File: src/core/crf_pkg.sv
package crf_pkg;

  // Register and address widths
  localparam int unsigned DATA_W = 8;
  localparam int unsigned PC_W   = 16;
  localparam int unsigned ADDR_W = 8;

  // Reset values
  localparam logic [7:0]  ACC_RST   = 8'h00;
  localparam logic [7:0]  IDX_RST   = 8'h00;
  localparam logic [15:0] PC_RST    = 16'h0000;
  localparam logic [7:0]  SP_RST    = 8'h00;
  localparam logic [7:0]  FLAGS_RST = 8'h02;

  // Register space
  localparam logic [7:0] FLAGS_ADDR = 8'hF7;
  localparam logic [7:0] ZERO_BYTE  = 8'h00;

  // Flag field positions
  localparam int unsigned FLAG_GIE_BIT  = 0;
  localparam int unsigned FLAG_ZERO_BIT = 1;
  localparam int unsigned FLAG_CARRY_BIT = 2;
  localparam int unsigned FLAG_BANK_BIT = 4;
  localparam int unsigned FLAG_BANK1_BIT = 5;
  // Bit 3 is reserved and always reads zero
  localparam logic [7:0] FLAGS_MASK = 8'hF7;

  localparam logic [7:0] SP_STEP = 8'h01;

  // Dedicated operations
  typedef enum logic [3:0] {
    CRF_OP_NOP    = 4'b0000,
    CRF_OP_LD_A   = 4'b0001,
    CRF_OP_LD_X   = 4'b0010,
    CRF_OP_SWAP   = 4'b0011,
    CRF_OP_OR_F   = 4'b0100,
    CRF_OP_AND_F  = 4'b0101,
    CRF_OP_XOR_F  = 4'b0110,
    CRF_OP_JMP    = 4'b0111,
    CRF_OP_PUSH_A = 4'b1000,
    CRF_OP_PUSH_X = 4'b1001,
    CRF_OP_POP_A  = 4'b1010,
    CRF_OP_POP_X  = 4'b1011
  } crf_op_t;

endpackage : crf_pkg

File: src/core/crf_stk_if.sv
interface crf_stk_if;
  import crf_pkg::*;
  logic              wr_en;
  logic              rd_en;
  logic [ADDR_W-1:0] addr;
  logic [DATA_W-1:0] wdata;
  logic [DATA_W-1:0] rdata;

  modport ctrl (output wr_en, output rd_en, output addr, output wdata, input rdata);
  modport mem  (input wr_en, input rd_en, input addr, input wdata, output rdata);
endinterface : crf_stk_if

File: src/core/crf_stack_ram.sv
module crf_stack_ram
  import crf_pkg::*;
(
  // Clock
  input wire logic i_clock,
  // Stack port
  crf_stk_if.mem   stk
);

  localparam int unsigned DEPTH = 2 ** ADDR_W;

  logic [DATA_W-1:0] mem_reg [DEPTH];
  logic [DATA_W-1:0] rdata_reg;

  always_ff @(posedge i_clock) begin
    if (stk.wr_en) begin
      mem_reg[stk.addr] <= stk.wdata;
    end
  end

  always_ff @(posedge i_clock) begin
    if (stk.rd_en) begin
      rdata_reg <= mem_reg[stk.addr];
    end
  end

  assign stk.rdata = rdata_reg;

endmodule : crf_stack_ram

File: src/core/crf_core_regs.sv
// Overview of operation
// (RULE_01) A, X, SP, flags 8-bit; PC 16-bit
// (RULE_02) Reset clears A, X, PC, SP
// (RULE_03) Reset loads flags with 02h
// (RULE_04) Push/pop step stack pointer automatically
// (RULE_05) Stack pointer wraps FFh to 00h silently
// (RULE_06) Only flags visible in register space
// (RULE_07) Registers change only via dedicated operations
// (RULE_08) Flags read at F7h in both banks
// (RULE_09) Bank-independent registers decode ignoring bank
// (RULE_10) AND, OR, XOR immediate modify flags
// (RULE_11) Bank flag set selects bank 1
// (RULE_12) Zero flag lives at bit 1
module crf_core_regs
  import crf_pkg::*;
(
  // Clock and reset
  input  wire logic              i_clock,
  input  wire logic              i_rst_n,
  // Operation port
  input  wire logic              i_op_valid,
  input  wire crf_op_t           i_op,
  input  wire logic [DATA_W-1:0] i_imm,
  input  wire logic [PC_W-1:0]   i_jump_addr,
  // Register space port
  input  wire logic              i_reg_rd,
  input  wire logic              i_reg_wr,
  input  wire logic [ADDR_W-1:0] i_reg_addr,
  input  wire logic              i_reg_bank,
  input  wire logic [DATA_W-1:0] i_reg_wdata,
  output logic [DATA_W-1:0]      o_reg_rdata,
  output logic                   o_reg_ack,
  output logic                   o_reg_hit,
  // Register contents
  output logic [DATA_W-1:0]      o_acc,
  output logic [DATA_W-1:0]      o_idx,
  output logic [PC_W-1:0]        o_pc,
  output logic [DATA_W-1:0]      o_sp,
  output logic [DATA_W-1:0]      o_flags,
  output logic                   o_bank_sel,
  output logic                   o_busy
);

  // (RULE_01) register widths
  logic [DATA_W-1:0] acc_reg;
  logic [DATA_W-1:0] idx_reg;
  logic [PC_W-1:0]   pc_reg;
  logic [DATA_W-1:0] sp_reg;
  logic [DATA_W-1:0] flags_reg;
  logic [DATA_W-1:0] flags_next;
  logic              pop_a_reg;
  logic              pop_x_reg;
  logic              busy_reg;
  logic [DATA_W-1:0] rdata_reg;
  logic              ack_reg;
  logic              hit_reg;
  logic              op_go;
  logic              flags_addr_hit;

  crf_stk_if stk ();

  crf_stack_ram u_stack (
    .i_clock (i_clock),
    .stk     (stk)
  );

  // Operations are refused while a pop result is landing
  assign op_go = i_op_valid && !(pop_a_reg || pop_x_reg);

  // (RULE_04) push writes at SP, pop reads at SP minus one
  always_comb begin
    stk.wr_en = op_go && (i_op == CRF_OP_PUSH_A || i_op == CRF_OP_PUSH_X);
    stk.rd_en = op_go && (i_op == CRF_OP_POP_A || i_op == CRF_OP_POP_X);
    stk.wdata = (i_op == CRF_OP_PUSH_X) ? idx_reg : acc_reg;
    stk.addr  = stk.rd_en ? (sp_reg - SP_STEP) : sp_reg;
  end

  // (RULE_02) accumulator load, exchange and pop
  always_ff @(posedge i_clock) begin
    if (!i_rst_n) begin
      acc_reg <= ACC_RST;
    end else if (pop_a_reg) begin
      acc_reg <= stk.rdata;
    end else if (op_go && i_op == CRF_OP_LD_A) begin
      acc_reg <= i_imm;
    end else if (op_go && i_op == CRF_OP_SWAP) begin
      acc_reg <= sp_reg;
    end
  end

  // (RULE_07) index changes only by load or pop
  always_ff @(posedge i_clock) begin
    if (!i_rst_n) begin
      idx_reg <= IDX_RST;
    end else if (pop_x_reg) begin
      idx_reg <= stk.rdata;
    end else if (op_go && i_op == CRF_OP_LD_X) begin
      idx_reg <= i_imm;
    end
  end

  // (RULE_07) program counter changes only by jump
  always_ff @(posedge i_clock) begin
    if (!i_rst_n) begin
      pc_reg <= PC_RST;
    end else if (op_go && i_op == CRF_OP_JMP) begin
      pc_reg <= i_jump_addr;
    end
  end

  // (RULE_05) 8-bit step wraps with no fault
  always_ff @(posedge i_clock) begin
    if (!i_rst_n) begin
      sp_reg <= SP_RST;
    end else if (stk.wr_en) begin
      sp_reg <= sp_reg + SP_STEP;
    end else if (stk.rd_en) begin
      sp_reg <= sp_reg - SP_STEP;
    end else if (op_go && i_op == CRF_OP_SWAP) begin
      sp_reg <= acc_reg;
    end
  end

  always_ff @(posedge i_clock) begin
    if (!i_rst_n) begin
      pop_a_reg <= 1'b0;
      pop_x_reg <= 1'b0;
      busy_reg  <= 1'b0;
    end else begin
      pop_a_reg <= stk.rd_en && i_op == CRF_OP_POP_A;
      pop_x_reg <= stk.rd_en && i_op == CRF_OP_POP_X;
      busy_reg  <= stk.rd_en;
    end
  end

  // (RULE_10) logic operations on flags
  always_comb begin
    flags_next = flags_reg;
    if (op_go) begin
      case (i_op)
        CRF_OP_OR_F:  flags_next = (flags_reg | i_imm) & FLAGS_MASK;
        CRF_OP_AND_F: flags_next = (flags_reg & i_imm) & FLAGS_MASK;
        CRF_OP_XOR_F: flags_next = (flags_reg ^ i_imm) & FLAGS_MASK;
        default:      flags_next = flags_reg;
      endcase
    end
  end

  // (RULE_12) zero flag at bit 1
  // (RULE_03) flags reset to zero flag only
  always_ff @(posedge i_clock) begin
    if (!i_rst_n) begin
      flags_reg <= FLAGS_RST;
    end else begin
      flags_reg <= flags_next;
    end
  end

  // (RULE_09) bank input ignored for flags decode
  assign flags_addr_hit = (i_reg_addr == FLAGS_ADDR);

  // (RULE_08) register-space read of flags
  always_ff @(posedge i_clock) begin
    if (!i_rst_n) begin
      rdata_reg <= ZERO_BYTE;
      ack_reg   <= 1'b0;
      hit_reg   <= 1'b0;
    end else begin
      ack_reg <= i_reg_rd || i_reg_wr;
      hit_reg <= (i_reg_rd || i_reg_wr) && flags_addr_hit;
      // (RULE_06) nothing else mapped
      rdata_reg <= (i_reg_rd && flags_addr_hit) ? flags_reg : ZERO_BYTE;
    end
  end

  assign o_reg_rdata = rdata_reg;
  assign o_reg_ack   = ack_reg;
  assign o_reg_hit   = hit_reg;
  assign o_acc       = acc_reg;
  assign o_idx       = idx_reg;
  assign o_pc        = pc_reg;
  assign o_sp        = sp_reg;
  assign o_flags     = flags_reg;
  // (RULE_11) bank select from flag bit
  assign o_bank_sel  = flags_reg[FLAG_BANK_BIT];
  assign o_busy      = busy_reg;

  logic rst_seen_reg;
  always_ff @(posedge i_clock) begin
    rst_seen_reg <= i_rst_n;
  end
endmodule : crf_core_regs

File: config.mk
export PLATFORM = sky130hd
export DESIGN_NAME = crf_core_regs
export DESIGN_NICKNAME = d
export VERILOG_FILES = /design/src/core/crf_pkg.sv /design/src/core/crf_stk_if.sv /design/src/core/crf_stack_ram.sv /design/src/core/crf_core_regs.sv
export SDC_FILE = /design/constraint.sdc
export NUM_CORES = 2
export LEC_CHECK = 0
export ABC_AREA = 0
export BUFFER_PORTS_ARGS = -buffer_cell sky130_fd_sc_hd__buf_2
export CORE_ASPECT_RATIO = 1.75
export CORE_MARGIN = 3
export CORE_UTILIZATION = 55
export DETAILED_ROUTE_END_ITERATION = 7
export PLACE_DENSITY = 0.71
export SLEW_MARGIN = 20
export SYNTH_ARGS = -nofsm -noshare
export SYNTH_HDL_FRONTEND = slang
export SYNTH_SLANG_ARGS = --single-unit
export TNS_END_PERCENT = 5
File: constraint.sdc
create_clock -name i_clock -period 18.77 [get_ports i_clock]
set_input_delay 0 -clock i_clock [delete_from_list [all_inputs] [get_ports i_clock]]
set_output_delay 0 -clock i_clock [all_outputs]
set_load 0.005 [all_outputs]
[Word level (Yosys, flattened, before mapping)]
Memory sizes are Yosys's and may differ from the RTL's. A register that Yosys moved wholly into a read port is not among the register bits.
Cells that the tools add are included.
Word-level totals
  register bits after elaboration: 61
  input bits: 50
  output and inout port bits: 60
  memories kept: 1
  memory bits (writable): 2048
  word-level logic and storage cells: 64
Memories
  u_stack.mem_reg: depth 256, width 8, rd ports 1, clocked after memory_dff 1, write ports 1, RTL line crf_stack_ram.sv:12  | logic [DATA_W-1:0] mem_reg [DEPTH];
Cells by class
  reductions and logical operators: 22
  bitwise logic cells: 3
  add/sub/neg operators: 2
  equal/unequal tests: 12
  multiplexer cells: 13
Operator list (number)
  $mux W8: 10
  $pmux W8 S3: 1
  $eq A4 B3 Y1 const B: 4
  $eq A4 B4 Y1 const B: 4
  $logic_and A1 B1 Y1: 11
  $reduce_bool A3 Y1: 3
  $add A8 B1 Y8 const B: 1
  $and A8 B8 Y8: 1
  $eq A4 B2 Y1 const B: 2
  $eq A8 B8 Y1 const B: 1
  $or A8 B8 Y8: 1
  $sub A8 B1 Y8 const B: 1
  $xor A8 B8 Y8: 1
  $eq A4 B1 Y1 const B: 1
  $logic_or A1 B1 Y1: 4
  $reduce_and A2 Y1: 2
  $mux W1: 2
  $reduce_bool A2 Y1: 1
  $logic_not A1 Y1: 1

[Longest topological paths before layout]
  depth in word-level cells: 7
  depth in mapped cells: 17
  depth with buffers taken out: 10

[By module]
From an unflattened synthesis, not the netlist that was laid out.
Unflattened totals
  cell total of the unflattened synthesis: 3946
  area total of the unflattened synthesis: 82037.4 µm²
By module, submodules not included
  crf_stack_ram: cells each 3547, area each 78572.9 µm², times used 1, seq. area each 61739.2 µm²
  crf_core_regs: cells each 399, area each 3464.6 µm², times used 1, seq. area each 1181.1 µm²

[Worst setup path before layout]
OpenSTA, ideal clock, no wires.
  path type: input -> register
  from: in i_op[1]
  to: mem u_stack.mem_reg[0][1] (data pin)
  buffers on the path: 2
  stages: 4
  arrival time: 10781 ps
  setup time: 2190 ps
  slack: 5800 ps
  cells stage by stage: clkbuf_1 -> buf_1 -> nor4b_2 -> o21ai_0
On the way
  word-level cells in the longest chain between the ends: 2
Ends and longest elaborated chain
  start, declared: RTL line crf_core_regs.sv:22  | input wire crf_op_t i_op,
  $eq A4 B4 Y1: RTL line crf_core_regs.sv:74  | stk.wdata = (i_op == CRF_OP_PUSH_X) ? idx_reg : acc_reg;
  $mux W8: RTL line crf_core_regs.sv:74
  named net stk.wdata[1]: RTL line crf_stk_if.sv:6  | logic [DATA_W-1:0] wdata;
  end, declared: RTL line crf_stack_ram.sv:12
The timed path passes the listed nets, and every way through them passes these cells.

[Worst setup path after layout]
  from: reg sp_reg[0], in the netlist o_sp[0]
  to: reg u_stack.rdata_reg[7], in the netlist u_stack.stk.rdata[7] (read register of u_stack.mem_reg) (data pin)
On the way
  word-level cells in the longest chain between the ends: 2
Ends and longest elaborated chain
  start, declared: RTL line crf_core_regs.sv:48  | logic [DATA_W-1:0] sp_reg;
  start signal, assigned: RTL line crf_core_regs.sv:116  | sp_reg <= sp_reg + SP_STEP;
  start signal, assigned: RTL line crf_core_regs.sv:118  | sp_reg <= sp_reg - SP_STEP;
  start signal, assigned: RTL line crf_core_regs.sv:120  | sp_reg <= acc_reg;
  $sub A8 B1 Y8: RTL line crf_core_regs.sv:75  | stk.addr = stk.rd_en ? (sp_reg - SP_STEP) : sp_reg;
  $mux W8 (*): RTL line crf_core_regs.sv:75
  end, declared: RTL line crf_stack_ram.sv:13  | logic [DATA_W-1:0] rdata_reg;
Every way passes the cells marked *; elsewhere a longest branch is shown, timed or not.
A chain may end at the register's enable or synchronous reset.

==> key figures <==
Global routing
  • First-pass GRT wire length: ~440000 um
  • Initial antenna violation count: 15
  • Gr ovfl total: 0
  • Vias in the first global route: slightly below 70000
  • GRT Overall Usage: 0.318
  • Largest net degree at the start of global routing: 139

Synthesis
  • Yosys warnings: 0
  • Synth async-reset ratio: 0
  • Area contributors post-synth: edfxtp_1 63%, mux2i_1 7.1%, o2bb2ai_1 5.0%, nand2_1 3.1%, o21ai_0 2.6%
  • Cell count after synthesis: around 7500
  • Flops & latches, synth: approximately 2100
  • Netlist Area Pre-Place: just under 100000 sq um
  • Mean Syn Cell Area: approximately 13 sq um
  • Number of synthesized flops with an enable pin: a little over 2000
  • Unique cell type count in the Yosys netlist: between 70 and 80
  • Most common flop cell mapped by yosys: edfxtp_1
  • Sequential share of the synthesized area: 0.641
  • Yosys top cell area share: 0.629
  • Top cell type by total area after synthesis: edfxtp_1

Clock network
  • Hold buffer count at cts: 100
  • CTS tree: yes
  • Clock-pin slew on the worst setup and hold paths: roughly 70 ps
  • Root Driver: clkbuf_16
  • Post-cts resize count: 0
  • CTS max path bufs: 4
  • Setup repair bufs after CTS: 0
  • # clock sinks: 2115
  • CTS buffer count: ~190
  • CTS H-tree depth: 4
  • Later-pin clock latency in the skew report: approximately 840 ps

Finish
  • Multi-input logic area: 32500 sq um
  • Area growth syn-to-layout: 9.27%
  • Reg area: between 60000 and 70000 sq um
  • Filler instances: ~13000
  • Post-route cell area: between 100000 and 150000 sq um
  • Max FFs per register: 2048
  • Share of layout cells above drive strength 1: 0.105
  • Fin nets: roughly 7400

Floorplan
  • Die X: about 330 um
  • I/O pin total: 110
  • Num rows: between 200 and 250
  • Die height: approximately 560 um
  • Die area: approximately 180000 sq um
  • Core Region: about 180000 sq um
  • Starting Density: 0.555

Min path
  • Tightest Hold Check Type: in -> reg
  • WHS Endpoint: o_reg_rdata[7]
  • Min-delay src: i_reg_addr[2]
  • Hold path depth: 4

Timing
  • Maximum clock rate: roughly 120 MHz
  • Setup TNS: 0 ps
  • Crit share post-route: 0.436
  • Setup violators final: 0
  • RSZ-0062 raised after global routing: false
  • Skew final: 42.3 ps
  • Final hold violations: 0
  • Final Max Slew Viols: 0
  • Fin crit period: 8190 ps
  • Slew of the pin with the lowest slew margin: approximately 1200 ps
  • Slew HR: 0.199

Route
  • Routed vias/inst: approximately 7.0
  • Initial DRC count: between 8000 and 9000
  • DRT Pass-1 Iters: 8
  • WL/cell: slightly above 30 um
  • # DRC: 0
  • Via count: 68734
  • Detail Route Antenna Nets: 0
  • Final WL: 302000 um

Setup path
  • R2r setup slk: 10580 ps
  • Crit-path max FO: between 80 and 90
  • Worst EP arrival: 8740 ps
  • Worst R2R Path Depth: 15
  • CP Launch Type: flop
  • Critical R2R Launch: o_sp[0]
  • Reg-to-Reg End: u_stack.stk.rdata[7]
  • Crit end category: flop
  • CP required: a little under 20000 ps
  • Setup CP Type: reg -> reg

Placement
  • I/O Buffers: 98
  • Area after DPL: 100000 sq um
  • Final HPWL DP: 170000 um
  • Placer Congestion: 0.884

Run
  • Maxcap violations: 0

Power
  • Leakage: 32.5 nW
  • Maximum vdd drop: roughly 0.076 mV
  • Power per cell area: roughly 92 nW/um^2

Status
  • Status: complete, no violations
-- worst max path at each step --
| stage | startpoint | endpoint | cells past startpoint |
|---|---|---|---|
| floorplan | i_op[1] | u_stack.mem_reg[0][1] | 4 |
| global placement | o_sp[0] | u_stack.stk.rdata[7] | 15 |
| detailed placement | o_sp[0] | u_stack.stk.rdata[7] | 15 |
| CTS | o_sp[0] | u_stack.stk.rdata[7] | 15 |
| global route | o_sp[0] | u_stack.stk.rdata[7] | 15 |
| finish | o_sp[0] | u_stack.stk.rdata[7] | 15 |
-- through the flow --
stage                      util  worst slack (ps)  power, mW  instances  hold slack [ps]
final                     0.606             10580       9.85       9865             78.3
after global routing      0.606             10360       10.1       9854             71.9
after CTS                 0.606             10650       9.84       9853             32.0
after detailed placement  0.567             10640       6.16       9424              233
after global placement    0.567             10710       6.15       9424              227
after floorplan               -              5800       5.87       7483              124
-- power breakdown --
part / internal [mW] / switching (mW) / leakage, nW
Clock: 2.07 / 1.69 / 2.82
Combinational: 0.313 / 0.611 / 10.8
Sequential: 5.16 / 0.00991 / 18.9
-- layout by cell type (no fill, tap or decap), types with 24 or more instances in the layout --
cell,synthesis,routed
mux2i_1,699,699
o21ai_0,518,517
clkbuf_16,0,191
dfxtp_1,59,57
a2111oi_0,49,39
buf_2,141,98
a31oi_1,320,319
o221ai_1,24,24
dlygate4sd3_1,0,100
clkbuf_1,440,38
a22oi_1,184,184
nor4_1,49,44
inv_1,24,24
a22o_1,55,55
a221oi_1,283,283
mux2_2,213,206
edfxtp_1,2056,2056
nor2_1,435,431
buf_4,11,150
nand2_1,812,811
clkinv_2,0,32
a21oi_1,92,91
clkinv_1,1,40
a211oi_1,27,27
o2bb2ai_1,564,564
o22ai_1,68,68
-- layer usage --
layer | share of wire | global-route usage | wire (um) | up-vias
li1 | - | - | - | 29405
met2 | 0.49 | 0.534 | 148000 | 4045
met3 | 0.092 | 0.0555 | 27700 | 954
met1 | 0.35 | 0.375 | 104000 | 34326
met4 | 0.074 | 0.218 | 22200 | 4
met5 | 0.000056 | 0 | 17 | -
-- cell type report --
| cell class | instances | share of cell area |
|---|---|---|
| Timing Repair Buffer | 360 | 0.0266 |
| Tap cell | 2369 | 0.0276 |
| Antenna cell | 12 | 0.000280 |
| Inverter | 26 | 0.00105 |
| Clock buffer | 229 | 0.0459 |
| Multi-Input combinational cell | 4654 | 0.304 |
| Clock inverter | 100 | 0.00801 |
| Sequential cell | 2115 | 0.587 |
-- cell usage after synthesis, types with 141 or more instances --
cell	number
buf_2	141
mux2_2	213
nor2_1	435
a22oi_1	184
a221oi_1	283
edfxtp_1	2056
mux2i_1	699
a31oi_1	320
o21ai_0	518
nand2_1	812
o2bb2ai_1	564
clkbuf_1	440
-- worst max-delay path: stages (launching register included) --
cell       delay (ps)
dfxtp_4           680
inv_8             380
ha_4              810
buf_4             620
buf_12            600
and4_4            720
buf_4             760
buf_4             640
buf_4             590
o21ai_0           180
a31oi_1           410
a2111oi_1         140
buf_4             230
o21ai_0           150
a211oi_1          100
nor4_1            590
-- logic make-up (layout without fill, tap and decap cells) --
logic type | Yosys count | in the layout | share of synthesized area
and+or+nand+nor | 1403 | 1403 | 0.0592
buffers and inverters | 714 | 715 | 0.0308
muxes | 912 | 912 | 0.0958
other | 1 | 14 | 0.0000382
DFF | 2115 | 2115 | 0.641
adders and majority gates | 16 | 16 | 0.00204
xor gates and xnor gates | 7 | 7 | 0.000625
AOI/OAI and AO/OA | 2314 | 2314 | 0.170
No activity file was read; power rests on OpenSTA's default activity.
